===== src/hdl/cbwic_pkg.sv =====
// Behaviour
// RULE_01: eight-bit two-way data lines, three-state drivers
// RULE_02: data drivers on only while gate high
// RULE_03: read cycles never drive data lines
// RULE_04: system should tie gate to phase two
// RULE_05: system supplies two non-overlapping clock phases
// RULE_06: halt release low in read halts, address held
// RULE_07: stay halted until halt release returns high
// RULE_08: writes complete; halt deferred to next read
// RULE_09: halt release must not change during phase two
// RULE_10: maskable request taken after instruction, mask clear
// RULE_11: push program counter and status onto stack
// RULE_12: set interrupt mask after saving state
// RULE_13: maskable vector read from FFFE then FFFF
// RULE_14: no interrupt recognised while halt release low
// RULE_15: falling non-maskable input requests non-maskable sequence
// RULE_16: non-maskable ignores mask, vector FFFA then FFFB
// RULE_17: sample requests in phase two, start next phase one
// RULE_18: direction high for reads, low for writes
// RULE_19: fetch marker high from phase one of fetch
// RULE_20: maskable request is active-low level, stays pending
// RULE_21: one non-maskable sequence per latched falling edge
package cbwic_pkg;
    // sampled input vector layout
    localparam int IN_W       = 14;
    localparam int IN_P1      = 13;
    localparam int IN_P2      = 12;
    localparam int IN_GATE    = 11;
    localparam int IN_REL     = 10;
    localparam int IN_IRQ     = 9;
    localparam int IN_NMI     = 8;
    localparam int IN_DATA_LO = 0;
    // idle levels: halt release, both request pins high
    localparam logic [13:0] IN_RST = 14'h0700;

    localparam logic [7:0]  STACK_PAGE  = 8'h01;
    localparam logic [15:0] VEC_IRQ_LO  = 16'hFFFE;
    localparam logic [15:0] VEC_IRQ_HI  = 16'hFFFF;
    localparam logic [15:0] VEC_NMI_LO  = 16'hFFFA;
    localparam logic [15:0] VEC_NMI_HI  = 16'hFFFB;
    localparam logic [15:0] ADDR_RST    = 16'h0000;
    localparam logic [7:0]  DATA_RST    = 8'h00;

    // interrupt sequencer, gray coded from SEQ_IDLE to SEQ_VEC_HI; the return to idle flips all three bits
    typedef enum logic [2:0] {
        SEQ_IDLE    = 3'h0,
        SEQ_PUSH_HI = 3'h1,
        SEQ_PUSH_LO = 3'h3,
        SEQ_PUSH_ST = 3'h2,
        SEQ_VEC_LO  = 3'h6,
        SEQ_VEC_HI  = 3'h7
    } cbwic_seq_t;
endpackage : cbwic_pkg


===== src/hdl/cbwic_top.sv =====
`timescale 1ns/10ps
// bus cycle, wait-state and interrupt entry control of the processor core
module cbwic_top (
    input  wire logic        i_clk,
    input  wire logic        i_rst,
    // pins
    input  wire logic        i_phase_one_clock,
    input  wire logic        i_phase_two_clock,
    input  wire logic        i_data_output_gate,
    input  wire logic        i_halt_release,
    input  wire logic        i_maskable_irq_n,
    input  wire logic        i_nonmaskable_irq_n,
    input  wire logic [7:0]  i_data_lines,
    output logic      [7:0]  o_data_lines,
    output logic             o_data_lines_oe,
    output logic      [15:0] o_address_lines,
    output logic             o_transfer_direction,
    output logic             o_opcode_fetch_marker,
    // core side
    input  wire logic [15:0] i_req_addr,
    input  wire logic        i_req_write,
    input  wire logic [7:0]  i_req_wdata,
    input  wire logic        i_req_fetch,
    input  wire logic        i_req_last,
    input  wire logic [15:0] i_core_pc,
    input  wire logic [7:0]  i_core_status,
    input  wire logic [7:0]  i_core_sp,
    input  wire logic        i_core_mask,
    output logic             o_cycle_done,
    output logic      [7:0]  o_read_data,
    output logic             o_halted,
    output logic             o_seq_active,
    output logic             o_sp_dec,
    output logic             o_set_mask,
    output logic             o_pc_load,
    output logic      [15:0] o_new_pc
);
    logic [cbwic_pkg::IN_W-1:0] in_s;
    logic              p1_s, p2_s, gate_s, rel_s, irq_n_s, nmi_n_s;
    logic [7:0]        data_s;
    logic              p1_prev_q, p2_prev_q, nmi_prev_q;
    logic              p1_rise, p2_fall;
    logic              bus_write_q, last_q, hold_q;
    logic              nmi_pend_q, nmi_type_q;
    logic [7:0]        sp_q, status_q;
    logic [15:0]       pc_q;
    logic              halt_now, take_int;
    logic [15:0]       seq_addr;
    logic [7:0]        seq_wdata;
    cbwic_pkg::cbwic_seq_t state_q;

    // all pins arrive from outside the clock domain
    cbwic_sync #(
        .W       (cbwic_pkg::IN_W),
        .RST_VAL (cbwic_pkg::IN_RST)
    ) u_sync (
        .i_clk   (i_clk),
        .i_rst   (i_rst),
        .i_async ({i_phase_one_clock, i_phase_two_clock,
                   i_data_output_gate, i_halt_release,
                   i_maskable_irq_n, i_nonmaskable_irq_n, i_data_lines}),
        .o_sync  (in_s)
    );

    assign p1_s    = in_s[cbwic_pkg::IN_P1];
    assign p2_s    = in_s[cbwic_pkg::IN_P2];
    assign gate_s  = in_s[cbwic_pkg::IN_GATE];
    assign rel_s   = in_s[cbwic_pkg::IN_REL];
    assign irq_n_s = in_s[cbwic_pkg::IN_IRQ];
    assign nmi_n_s = in_s[cbwic_pkg::IN_NMI];
    assign data_s  = in_s[cbwic_pkg::IN_DATA_LO +: 8];

    // phase edges mark cycle start and cycle end
    always_ff @(posedge i_clk or posedge i_rst) begin
        if (i_rst) begin
            p1_prev_q  <= 1'b0;
            p2_prev_q  <= 1'b0;
            nmi_prev_q <= 1'b1;
        end else begin
            p1_prev_q  <= p1_s;
            p2_prev_q  <= p2_s;
            nmi_prev_q <= nmi_n_s;
        end
    end
    assign p1_rise = p1_s & ~p1_prev_q;
    assign p2_fall = p2_prev_q & ~p2_s;

    // release level is steady across phase two, so its level at the
    // phase-two end equals its level since phase one
    assign halt_now = ~bus_write_q & ~rel_s;  // [RULE_06] [RULE_08]
    // requests sampled at the phase-two end of an instruction's last cycle
    assign take_int = last_q & rel_s &              // [RULE_14] [RULE_20]
                      (nmi_pend_q | (~irq_n_s & ~i_core_mask)); // [RULE_10]

    // sequencer address and data for the stack pushes and vector reads
    always_comb begin
        seq_addr  = {cbwic_pkg::STACK_PAGE, sp_q};          // [RULE_11]
        seq_wdata = status_q;
        case (state_q)
            cbwic_pkg::SEQ_PUSH_HI: seq_wdata = pc_q[15:8];
            cbwic_pkg::SEQ_PUSH_LO: seq_wdata = pc_q[7:0];
            cbwic_pkg::SEQ_VEC_LO:  seq_addr  = nmi_type_q ?
                cbwic_pkg::VEC_NMI_LO : cbwic_pkg::VEC_IRQ_LO; // [RULE_13]
            cbwic_pkg::SEQ_VEC_HI:  seq_addr  = nmi_type_q ?
                cbwic_pkg::VEC_NMI_HI : cbwic_pkg::VEC_IRQ_HI; // [RULE_16]
            default:                seq_wdata = status_q;
        endcase
    end

    // bus outputs load at phase-one start unless the cycle is held
    always_ff @(posedge i_clk or posedge i_rst) begin
        if (i_rst) begin
            o_address_lines       <= cbwic_pkg::ADDR_RST;
            o_data_lines          <= cbwic_pkg::DATA_RST;
            bus_write_q           <= 1'b0;
            o_transfer_direction  <= 1'b1;
            o_opcode_fetch_marker <= 1'b0;
            last_q                <= 1'b0;
        end else if (p1_rise && !hold_q) begin
            if (state_q == cbwic_pkg::SEQ_IDLE) begin
                o_address_lines       <= i_req_addr;
                o_data_lines          <= i_req_wdata;
                bus_write_q           <= i_req_write;
                o_transfer_direction  <= ~i_req_write;   // [RULE_18]
                o_opcode_fetch_marker <= i_req_fetch;    // [RULE_19]
                last_q                <= i_req_last;
            end else begin
                o_address_lines       <= seq_addr;
                o_data_lines          <= seq_wdata;
                bus_write_q           <= ~state_q[2];
                o_transfer_direction  <= state_q[2];     // [RULE_18]
                o_opcode_fetch_marker <= 1'b0;
                last_q                <= 1'b0;
            end
        end
    end

    // drivers on only for a write cycle with the gate high; forced off as a
    // new cycle loads, so a read never inherits the last write's enable
    always_ff @(posedge i_clk or posedge i_rst) begin
        if (i_rst) begin
            o_data_lines_oe <= 1'b0;
        end else if (p1_rise && !hold_q) begin
            o_data_lines_oe <= 1'b0;                     // [RULE_03]
        end else begin
            o_data_lines_oe <= gate_s & bus_write_q; // [RULE_01] [RULE_02]
        end
    end

    // hold: a read with release low repeats until release is high
    always_ff @(posedge i_clk or posedge i_rst) begin
        if (i_rst) begin
            hold_q   <= 1'b0;
            o_halted <= 1'b0;
        end else if (p2_fall) begin
            hold_q   <= halt_now;                    // [RULE_06] [RULE_07]
            o_halted <= halt_now;
        end
    end

    // non-maskable edge latch; a new edge wins over the clear at start
    always_ff @(posedge i_clk or posedge i_rst) begin
        if (i_rst) begin
            nmi_pend_q <= 1'b0;
        end else if (nmi_prev_q && !nmi_n_s) begin
            nmi_pend_q <= 1'b1;                      // [RULE_15] [RULE_21]
        end else if (p2_fall && !halt_now && take_int &&
                     state_q == cbwic_pkg::SEQ_IDLE) begin
            nmi_pend_q <= 1'b0;                      // [RULE_21]
        end
    end

    // core handshake: one pulse per completed core cycle
    always_ff @(posedge i_clk or posedge i_rst) begin
        if (i_rst) begin
            o_cycle_done <= 1'b0;
            o_read_data  <= cbwic_pkg::DATA_RST;
        end else begin
            o_cycle_done <= p2_fall & ~halt_now &
                            (state_q == cbwic_pkg::SEQ_IDLE);
            if (p2_fall && !bus_write_q && !halt_now) begin
                o_read_data <= data_s;
            end
        end
    end

    // interrupt sequencer advances once per completed bus cycle
    always_ff @(posedge i_clk or posedge i_rst) begin
        if (i_rst) begin
            state_q      <= cbwic_pkg::SEQ_IDLE;
            nmi_type_q   <= 1'b0;
            sp_q         <= 8'h00;
            status_q     <= 8'h00;
            pc_q         <= 16'h0000;
            o_new_pc     <= 16'h0000;
            o_seq_active <= 1'b0;
            o_sp_dec     <= 1'b0;
            o_set_mask   <= 1'b0;
            o_pc_load    <= 1'b0;
        end else begin
            o_sp_dec   <= 1'b0;
            o_set_mask <= 1'b0;
            o_pc_load  <= 1'b0;
            if (p2_fall && !halt_now) begin
                case (state_q)
                    cbwic_pkg::SEQ_IDLE: begin
                        if (take_int) begin             // [RULE_17]
                            state_q      <= cbwic_pkg::SEQ_PUSH_HI;
                            nmi_type_q   <= nmi_pend_q; // [RULE_16]
                            sp_q         <= i_core_sp;
                            status_q     <= i_core_status;
                            pc_q         <= i_core_pc;
                            o_seq_active <= 1'b1;
                        end
                    end
                    cbwic_pkg::SEQ_PUSH_HI: begin
                        state_q  <= cbwic_pkg::SEQ_PUSH_LO;
                        sp_q     <= sp_q - 8'h01;
                        o_sp_dec <= 1'b1;
                    end
                    cbwic_pkg::SEQ_PUSH_LO: begin
                        state_q  <= cbwic_pkg::SEQ_PUSH_ST;
                        sp_q     <= sp_q - 8'h01;
                        o_sp_dec <= 1'b1;
                    end
                    cbwic_pkg::SEQ_PUSH_ST: begin
                        state_q    <= cbwic_pkg::SEQ_VEC_LO;
                        sp_q       <= sp_q - 8'h01;
                        o_sp_dec   <= 1'b1;
                        o_set_mask <= 1'b1;             // [RULE_12]
                    end
                    cbwic_pkg::SEQ_VEC_LO: begin
                        state_q       <= cbwic_pkg::SEQ_VEC_HI;
                        o_new_pc[7:0] <= data_s;        // [RULE_13]
                    end
                    cbwic_pkg::SEQ_VEC_HI: begin
                        state_q        <= cbwic_pkg::SEQ_IDLE;
                        o_new_pc[15:8] <= data_s;
                        o_pc_load      <= 1'b1;
                        o_seq_active   <= 1'b0;
                    end
                    default: state_q <= cbwic_pkg::SEQ_IDLE;
                endcase
            end
        end
    end

    AST_GATE_LOW_OFF: assert property (                 // [RULE_02]
        @(posedge i_clk) disable iff (i_rst)
        !gate_s |=> !o_data_lines_oe)
        else $error("drivers on with gate low");
    AST_READ_OFF: assert property (                     // [RULE_03]
        @(posedge i_clk) disable iff (i_rst)
        o_data_lines_oe |-> !o_transfer_direction)
        else $error("drivers on during read");
    AST_HALT_HOLDS_ADDR: assert property (              // [RULE_06]
        @(posedge i_clk) disable iff (i_rst)
        (p1_rise && hold_q) |=> o_halted && $stable(o_address_lines))
        else $error("halt did not hold the address");
    AST_HALT_NO_DONE: assert property (                 // [RULE_07]
        @(posedge i_clk) disable iff (i_rst)
        (p2_fall && !bus_write_q && !rel_s) |=> !o_cycle_done)
        else $error("cycle completed while release low");
    AST_WRITE_NO_HALT: assert property (                // [RULE_08]
        @(posedge i_clk) disable iff (i_rst)
        (p2_fall && bus_write_q) |=> !o_halted)
        else $error("write cycle halted");
    AST_MASK_AFTER_PUSH: assert property (              // [RULE_12]
        @(posedge i_clk) disable iff (i_rst)
        $rose(o_set_mask) |-> $past(state_q) == cbwic_pkg::SEQ_PUSH_ST
        && state_q == cbwic_pkg::SEQ_VEC_LO)
        else $error("mask set outside status push");
    AST_IRQ_VECTOR: assert property (                   // [RULE_13]
        @(posedge i_clk) disable iff (i_rst)
        (p1_rise && !hold_q && state_q == cbwic_pkg::SEQ_VEC_LO
         && !nmi_type_q) |=> o_address_lines == 16'hFFFE)
        else $error("wrong maskable vector address");
    AST_NMI_VECTOR: assert property (                   // [RULE_16]
        @(posedge i_clk) disable iff (i_rst)
        (p1_rise && !hold_q && state_q == cbwic_pkg::SEQ_VEC_HI
         && nmi_type_q) |=> o_address_lines == 16'hFFFB)
        else $error("wrong non-maskable vector address");
    AST_NO_INT_HALTED: assert property (                // [RULE_14]
        @(posedge i_clk) disable iff (i_rst)
        $rose(o_seq_active) |-> $past(rel_s))
        else $error("interrupt taken with release low");
    AST_NMI_LATCH: assert property (                    // [RULE_21]
        @(posedge i_clk) disable iff (i_rst)
        (nmi_prev_q && !nmi_n_s) |=> nmi_pend_q)
        else $error("non-maskable edge lost");
    AST_FETCH_IS_READ: assert property (                // [RULE_19]
        @(posedge i_clk) disable iff (i_rst)
        o_opcode_fetch_marker |-> o_transfer_direction)
        else $error("fetch marker on a write");
endmodule : cbwic_top


===== src/hdl/cbwic_sync.sv =====
`timescale 1ns/10ps
// three-stage sampler; a change is accepted once stages two and three agree
module cbwic_sync #(
    parameter int               W       = 1,
    parameter logic [W-1:0]     RST_VAL = '0
) (
    input  wire logic           i_clk,
    input  wire logic           i_rst,
    input  wire logic [W-1:0]   i_async,
    output logic      [W-1:0]   o_sync
);
    logic [W-1:0] s1_q;
    logic [W-1:0] s2_q;
    logic [W-1:0] s3_q;

    // first stage feeds only the second, to keep metastability contained
    always_ff @(posedge i_clk or posedge i_rst) begin
        if (i_rst) begin
            s1_q   <= RST_VAL;
            s2_q   <= RST_VAL;
            s3_q   <= RST_VAL;
            o_sync <= RST_VAL;
        end else begin
            s1_q <= i_async;
            s2_q <= s1_q;
            s3_q <= s2_q;
            for (int i = 0; i < W; i++) begin
                if (s2_q[i] == s3_q[i]) begin
                    o_sync[i] <= s3_q[i];
                end
            end
        end
    end
endmodule : cbwic_sync


===== config.mk =====
export PLATFORM = sky130hd
export DESIGN_NAME = cbwic_top
export DESIGN_NICKNAME = d
export VERILOG_FILES = /design/src/hdl/cbwic_pkg.sv /design/src/hdl/cbwic_top.sv /design/src/hdl/cbwic_sync.sv
export SDC_FILE = /design/constraint.sdc
export NUM_CORES = 1
export LEC_CHECK = 0
export BUFFER_PORTS_ARGS = -buffer_cell sky130_fd_sc_hd__buf_2
export CAP_MARGIN = 30
export CORE_MARGIN = 5
export CORE_UTILIZATION = 50
export CTS_BUF_LIST = sky130_fd_sc_hd__clkbuf_16
export CTS_CLUSTER_SIZE = 40
export DETAILED_ROUTE_END_ITERATION = 10
export HOLD_SLACK_MARGIN = 0.08
export PLACE_DENSITY_LB_ADDON = 0.15
export REMOVE_ABC_BUFFERS = 1
export SLEW_MARGIN = 20
export SYNTH_ARGS = -nofsm -noshare
export SYNTH_HDL_FRONTEND = slang
export SYNTH_HIERARCHICAL = 1
export SYNTH_SLANG_ARGS = --single-unit

===== constraint.sdc =====
create_clock -name i_clk -period 4.11 [get_ports i_clk]
set_clock_uncertainty 0.2 [all_clocks]
set_input_delay 0.2055 -clock i_clk [delete_from_list [all_inputs] [get_ports i_clk]]
set_output_delay 0.2055 -clock i_clk [all_outputs]
set_load 0.01 [all_outputs]

### Yosys cells after proc, flatten, opt, wreduce, memory -nomap -nowiden

Cells that the tools add are included.

| storage, ports and cells | value |
|---|---|
| flip-flop bits (word level) | 155 |
| input bits | 76 |
| output and inout port bits | 57 |

| operators by class | value |
|---|---|
| add/subtract/negate cells | 1 |
| eq/ne operators | 20 |
| mux-type cells | 25 |
| bitwise operators | 19 |
| reductions and logical operators | 22 |

Operators by type and width:

| kind | count |
|---|---|
| one-hot mux 16 bit (2 select lines) | 1 |
| one-hot mux 8 bit (2 select lines) | 2 |
| two-way mux 16 bit | 1 |
| two-way mux 8 bit | 2 |
| one-hot mux 3 bit (5 select lines) | 1 |
| == test 1 bit | 14 |
| two-way mux 1 bit | 14 |
| bitwise AND 1 bit | 9 |
| two-way mux 3 bit | 3 |
| NOT 1 bit | 9 |
| AND reduction 3 bit | 3 |
| subtractor 8 x 1 -> 8 bit, second input constant | 1 |
| logical AND 1 bit | 7 |
| == test 3 x 2 -> 1 bit, second input constant | 2 |
| == test 3 bit, second input constant | 2 |
| AND reduction 2 bit | 3 |
| nonzero test 2 bit | 3 |
| zero test 1 bit | 4 |
| == test 3 x 1 -> 1 bit, second input constant | 1 |
| zero test 3 bit | 1 |
| OR reduction 3 bit | 1 |
| inequality test 2 bit, second input constant | 1 |
| one-hot mux 1 bit (2 select lines) | 1 |
| bitwise OR 1 bit | 1 |

### Longest topological paths before layout

| depth | value |
|---|---|
| depth in word-level cells | 8 |
| mapped depth | 6 |
| mapped depth without buffers | 6 |

### Cells and area by module

The synthesis kept the hierarchy.

By module, submodules not included:

| module | times used | cells an instance | area an instance (µm²) | sequential area each (µm²) |
|---|---|---|---|---|
| cbwic_top | 1 | 367 | 4433.0 | 2479.9 |
| cbwic_sync | 1 | 71 | 1577.8 | 1416.4 |

### Worst setup path after synthesis

Ideal clock, no wire load.

| timing | value |
|---|---|
| kind | register -> register |
| from | register u_sync.o_sync[9] |
| to | register pc_q[10] |
| library setup time | 125 ps |
| arrival time | 1576 ps |
| required time | 3785 ps |
| setup slack | 2209 ps |
| cell stages (with the launch flop) | 6 |
| buffers on the path | 1 |
| path through | dfstp_2 o21bai_1 and3_2 nand3_4 buf_2 mux2_2 |

| on the way | value |
|---|---|
| cells in the longest elaborated chain, start to end | 5 |

RTL lines:

| item | line | RTL |
|---|---|---|
| from (decl) | cbwic_sync.sv:10 | `output logic [W-1:0] o_sync` |
| from (signal, indexed assignment) | cbwic_sync.sv:29 | `o_sync[i] <= s3_q[i];` |
| NOT 1 bit | cbwic_top.sv:93 | `(nmi_pend_q \| (~irq_n_s & ~i_core_mask));` |
| bitwise AND 1 bit | cbwic_top.sv:93 |  |
| bitwise OR 1 bit | cbwic_top.sv:93 |  |
| bitwise AND 1 bit | cbwic_top.sv:92 | `assign take_int = last_q & rel_s &` |
| AND reduction 3 bit (no line) | -- |  |
| to (signal assigned) | cbwic_top.sv:212 | `pc_q <= i_core_pc;` |
| to (decl) | cbwic_top.sv:46 | `logic [15:0] pc_q;` |

No other way between the ends.
A chain may end at the register's enable or synchronous reset.

### Worst setup path after layout

| timing | value |
|---|---|
| from | register state_q[0] |
| to | register status_q[6] |

| on the way | value |
|---|---|
| cells in the longest elaborated chain, start to end | 2 |

RTL lines:

| item | line | RTL |
|---|---|---|
| from (decl) | cbwic_top.sv:50 | `cbwic_pkg::cbwic_seq_t state_q;` |
| from (signal assigned) | cbwic_top.sv:190 | `state_q <= cbwic_pkg::SEQ_IDLE;` |
| from (signal assigned) | cbwic_top.sv:208 | `state_q <= cbwic_pkg::SEQ_PUSH_HI;` |
| from (signal assigned) | cbwic_top.sv:217 | `state_q <= cbwic_pkg::SEQ_PUSH_LO;` |
| zero test 3 bit | cbwic_top.sv:205 | `case (state_q)` |
| AND reduction 3 bit (no line) | -- |  |
| to (signal assigned) | cbwic_top.sv:211 | `status_q <= i_core_status;` |
| to (decl) | cbwic_top.sv:45 | `logic [7:0] sp_q, status_q;` |

No other way between the ends.

==> metrics.txt <==
status=completed; Final #Nets=722; Detail Route Antenna Nets=0; switch share=32.1%; clock slew at reported path FFs=0.06 ns; die area=14300 um2; M1 wire length=5840 um; Synth cell types=46; DR vias/cell=5.24; DR WL/cell=16.6 um; Ports=133; Avg Inst Size Synth=13.7 um2; switching power=1630 uW; top cells by area, synth=dfrtp_1 (59%), mux2_2 (12%), dfstp_2 (6.1%); ant diodes=0; drt pass-1 iters=5; static leakage=0.00382 uW; Pint=3440 uW; routed wl met2=6420 um; peak supply drop=0.000354 V; postcts setup bufs=0; combinational power share=27.8%; HP Class=reg -> reg; Initial Util=50.5%; Initial DRC Count=217; global-route wire length before repair=22100 um; FF-to-FF End=status_q[6]$_DFFE_PP0P_; residual DRC count=0; Sequential Area=3900 um2; setup violators final=0; fill count=857; fin crit share=63.9%; Horiz. Die Dim=120 um; CTS resizes=0; Clk pwr share=29.1%; GRT overflow=0; gpl congestion=0.830; Synth-to-Final Area Change=34.7%; PD cells=625 nW/um2; vias in the first global route=4408; Final Hold Vio Count=0; Final Cell Area=8100 um2; yosys warns=6; worst path cell trace=nor3_4 > nand3_4 > mux2_2; mapped cell area=6010 um2; worst hold start=u_sync/s1_q[13]$_DFF_PP0_; Max Fclk=380 MHz; Final Util=68.0%; Die Span Y=120 um; Tot GR Track Use=19.5%; Max stage delay on crit path=0.80 ns; RSZ-0062 raised after global routing=false; WS Path Type=reg -> reg; IO Port Bufs=132; Slew Limit Fails=0; asr flop ratio synth=100%; pin count of the biggest net entering global routing=59; worst reg2reg path depth=3; Worst slew margin=45.2%; EDFF count, synth=0; sequential area share after synthesis=64.8%; worst hold path depth=0; area of the multi-input gates=1980 um2; top-area cell type share of the netlist area=58.7%; crit path max-delay cell type=nor3_4; placed instance area=6780 um2; reg-to-reg startpoint=state_q[0]$_DFFE_PP0P_; CTS Hold Buffers Added=74; Total Neg Setup Slack=0 ns; number of synthesized register bits=155; via count=4221; slack of the worst reg-to-reg path=1.48 ns; dpl hpwl=8520 um; min Tclk post-route=2.63 ns; worst endpoint required time=4.20 ns; wirelength, routed=13300 um; Synth Flop Type=dfrtp_1; Worst Path Max Fanout=26; clk_lat worst skew=0.41 ns; Core ar.=11900 um2; Overall Power=5060 uW; CTS tree=built; H-tree depth=4; Hold Path Sink=u_sync/s2_q[13]$_DFF_PP0_; Top Layer Used=met4; Root Buffer=clkbuf_16; critical path data arrival time=2.72 ns; initial antenna violation count=0; CTS max path bufs=2; Rows=40; layout cells sized above 1=42.4%; Routed met3 length=793 um; Setup crit end kind=flop; most area-hungry cell type in the Yosys netlist=dfrtp_1; Mapped Cells=438; Reg power frac=43.1%; Least-Margin Pin Slew=0.820 ns; CP Launch Type=flop; total CTS buffers=17; CTS sink count=155; max_cap viols=0
[through the flow]
| stage | hold WS (ns) | std cells | setup WS (ns) |
|---|---|---|---|
| floorplan | 0.00998 | 415 | 1.12 |
| global placement | 0.112 | 698 | 1.42 |
| detailed placement | 0.115 | 698 | 1.33 |
| CTS | 0.149 | 804 | 1.30 |
| global route | 0.150 | 805 | 1.30 |
| finish | 0.146 | 805 | 1.48 |
[synthesized netlist by cell type, types with 2 or more instances]
master and number:
a211oi_1 2, a21oi_1 20, a22o_1 4, a22oi_1 17, a31o_2 3, a31oi_1 5, and2_1 2, and3_1 2
buf_2 12, clkbuf_1 10, dfrtp_1 141, dfstp_2 14, inv_1 7, maj3_2 14, mux2_2 66, mux2i_1 6
nand2_1 16, nand2b_1 4, nand3_1 3, nand4_1 3, nor2_1 25, nor2_2 2, nor3_1 5, nor3_4 3
o211ai_1 2, o21ai_0 28, o41ai_1 2, or3_1 2
[critical path: cells and delay by family, from the launching register on]
family           cells  cell delay, ns
and+or+nand+nor      2            1.23
DFF                  1            0.64
muxes                1            0.42
[flip-flops by register name, summed over array words and instances (netlist names), 3 cells and up]
name,cells
o_address_lines,16
o_data_lines,8
o_new_pc,16
o_read_data,8
pc_q,16
sp_q,8
state_q,3
status_q,8
u_sync/o_sync,14
u_sync/s1_q,14
u_sync/s2_q,14
u_sync/s3_q,14
[routing by layer]
| metal | up-vias | GRT usage (%) |
|---|---|---|
| met1 | 2086 | 26.2 |
| met3 | 24 | 5.33 |
| met2 | 133 | 30.0 |
| met5 | - | 0 |
| met4 | 0 | 8.30 |
| li1 | 1978 | - |
[layout by cell type, fill, tap and decap left out, types with 4 or more instances in the layout]
master and count:
a21oi_1 20, a22o_1 4, a22oi_1 17, a31oi_1 5, buf_2 132, buf_4 4, clkbuf_16 17, clkinv_2 7
dfrtp_1 141, dfstp_2 14, dlygate4sd3_1 74, inv_1 6, maj3_2 14, mux2_2 66, mux2i_1 6, nand2_1 16
nand2b_1 4, nor2_1 25, nor3_1 5, o21ai_0 28
[power groups by stage]
stage,logic (uW),clock network [uW],registers [uW]
2_1_floorplan,716,0,2290
3_3_place_gp,1280,0,2210
3_5_place_dp,1320,0,2230
4_1_cts,1380,1500,2210
5_1_grt,1550,1580,2230
6_report,1410,1470,2180
[cells by family after synthesis]
logic type / after synthesis / share of synthesized area [%]
multiplexers: 72 / 13.4
adder cells (fa/ha/maj): 15 / 2.83
buffers and inverters: 30 / 2.19
flip-flops: 155 / 64.8
AND/OR/NAND/NOR: 76 / 7.12
AO/OA/AOI/OAI: 90 / 9.68
[how the worst max path moves through the flow]
stage                                start  slack [ns]                       to
floorplan                            i_rst        1.12  bus_write_q$_DFFE_PP0N_
global route        state_q[0]$_DFFE_PP0P_        1.30      pc_q[1]$_DFFE_PP0P_
global placement    state_q[1]$_DFFE_PP0P_        1.42  status_q[5]$_DFFE_PP0P_
detailed placement  state_q[1]$_DFFE_PP0P_        1.33     pc_q[12]$_DFFE_PP0P_
CTS                 state_q[1]$_DFFE_PP0P_        1.30     pc_q[12]$_DFFE_PP0P_
finish              state_q[0]$_DFFE_PP0P_        1.48  status_q[6]$_DFFE_PP0P_
[layout make-up]
class,count,area share [%]
Clock buffer,17,5.25
Clock inverter,15,1.65
Inverter,7,0.355
Multi-Input combinational cell,253,24.5
Sequential cell,155,48.1
Tap cell,147,2.27
Timing Repair Buffer,211,17.9
Note: power is estimated with default switching activity, not from simulation.
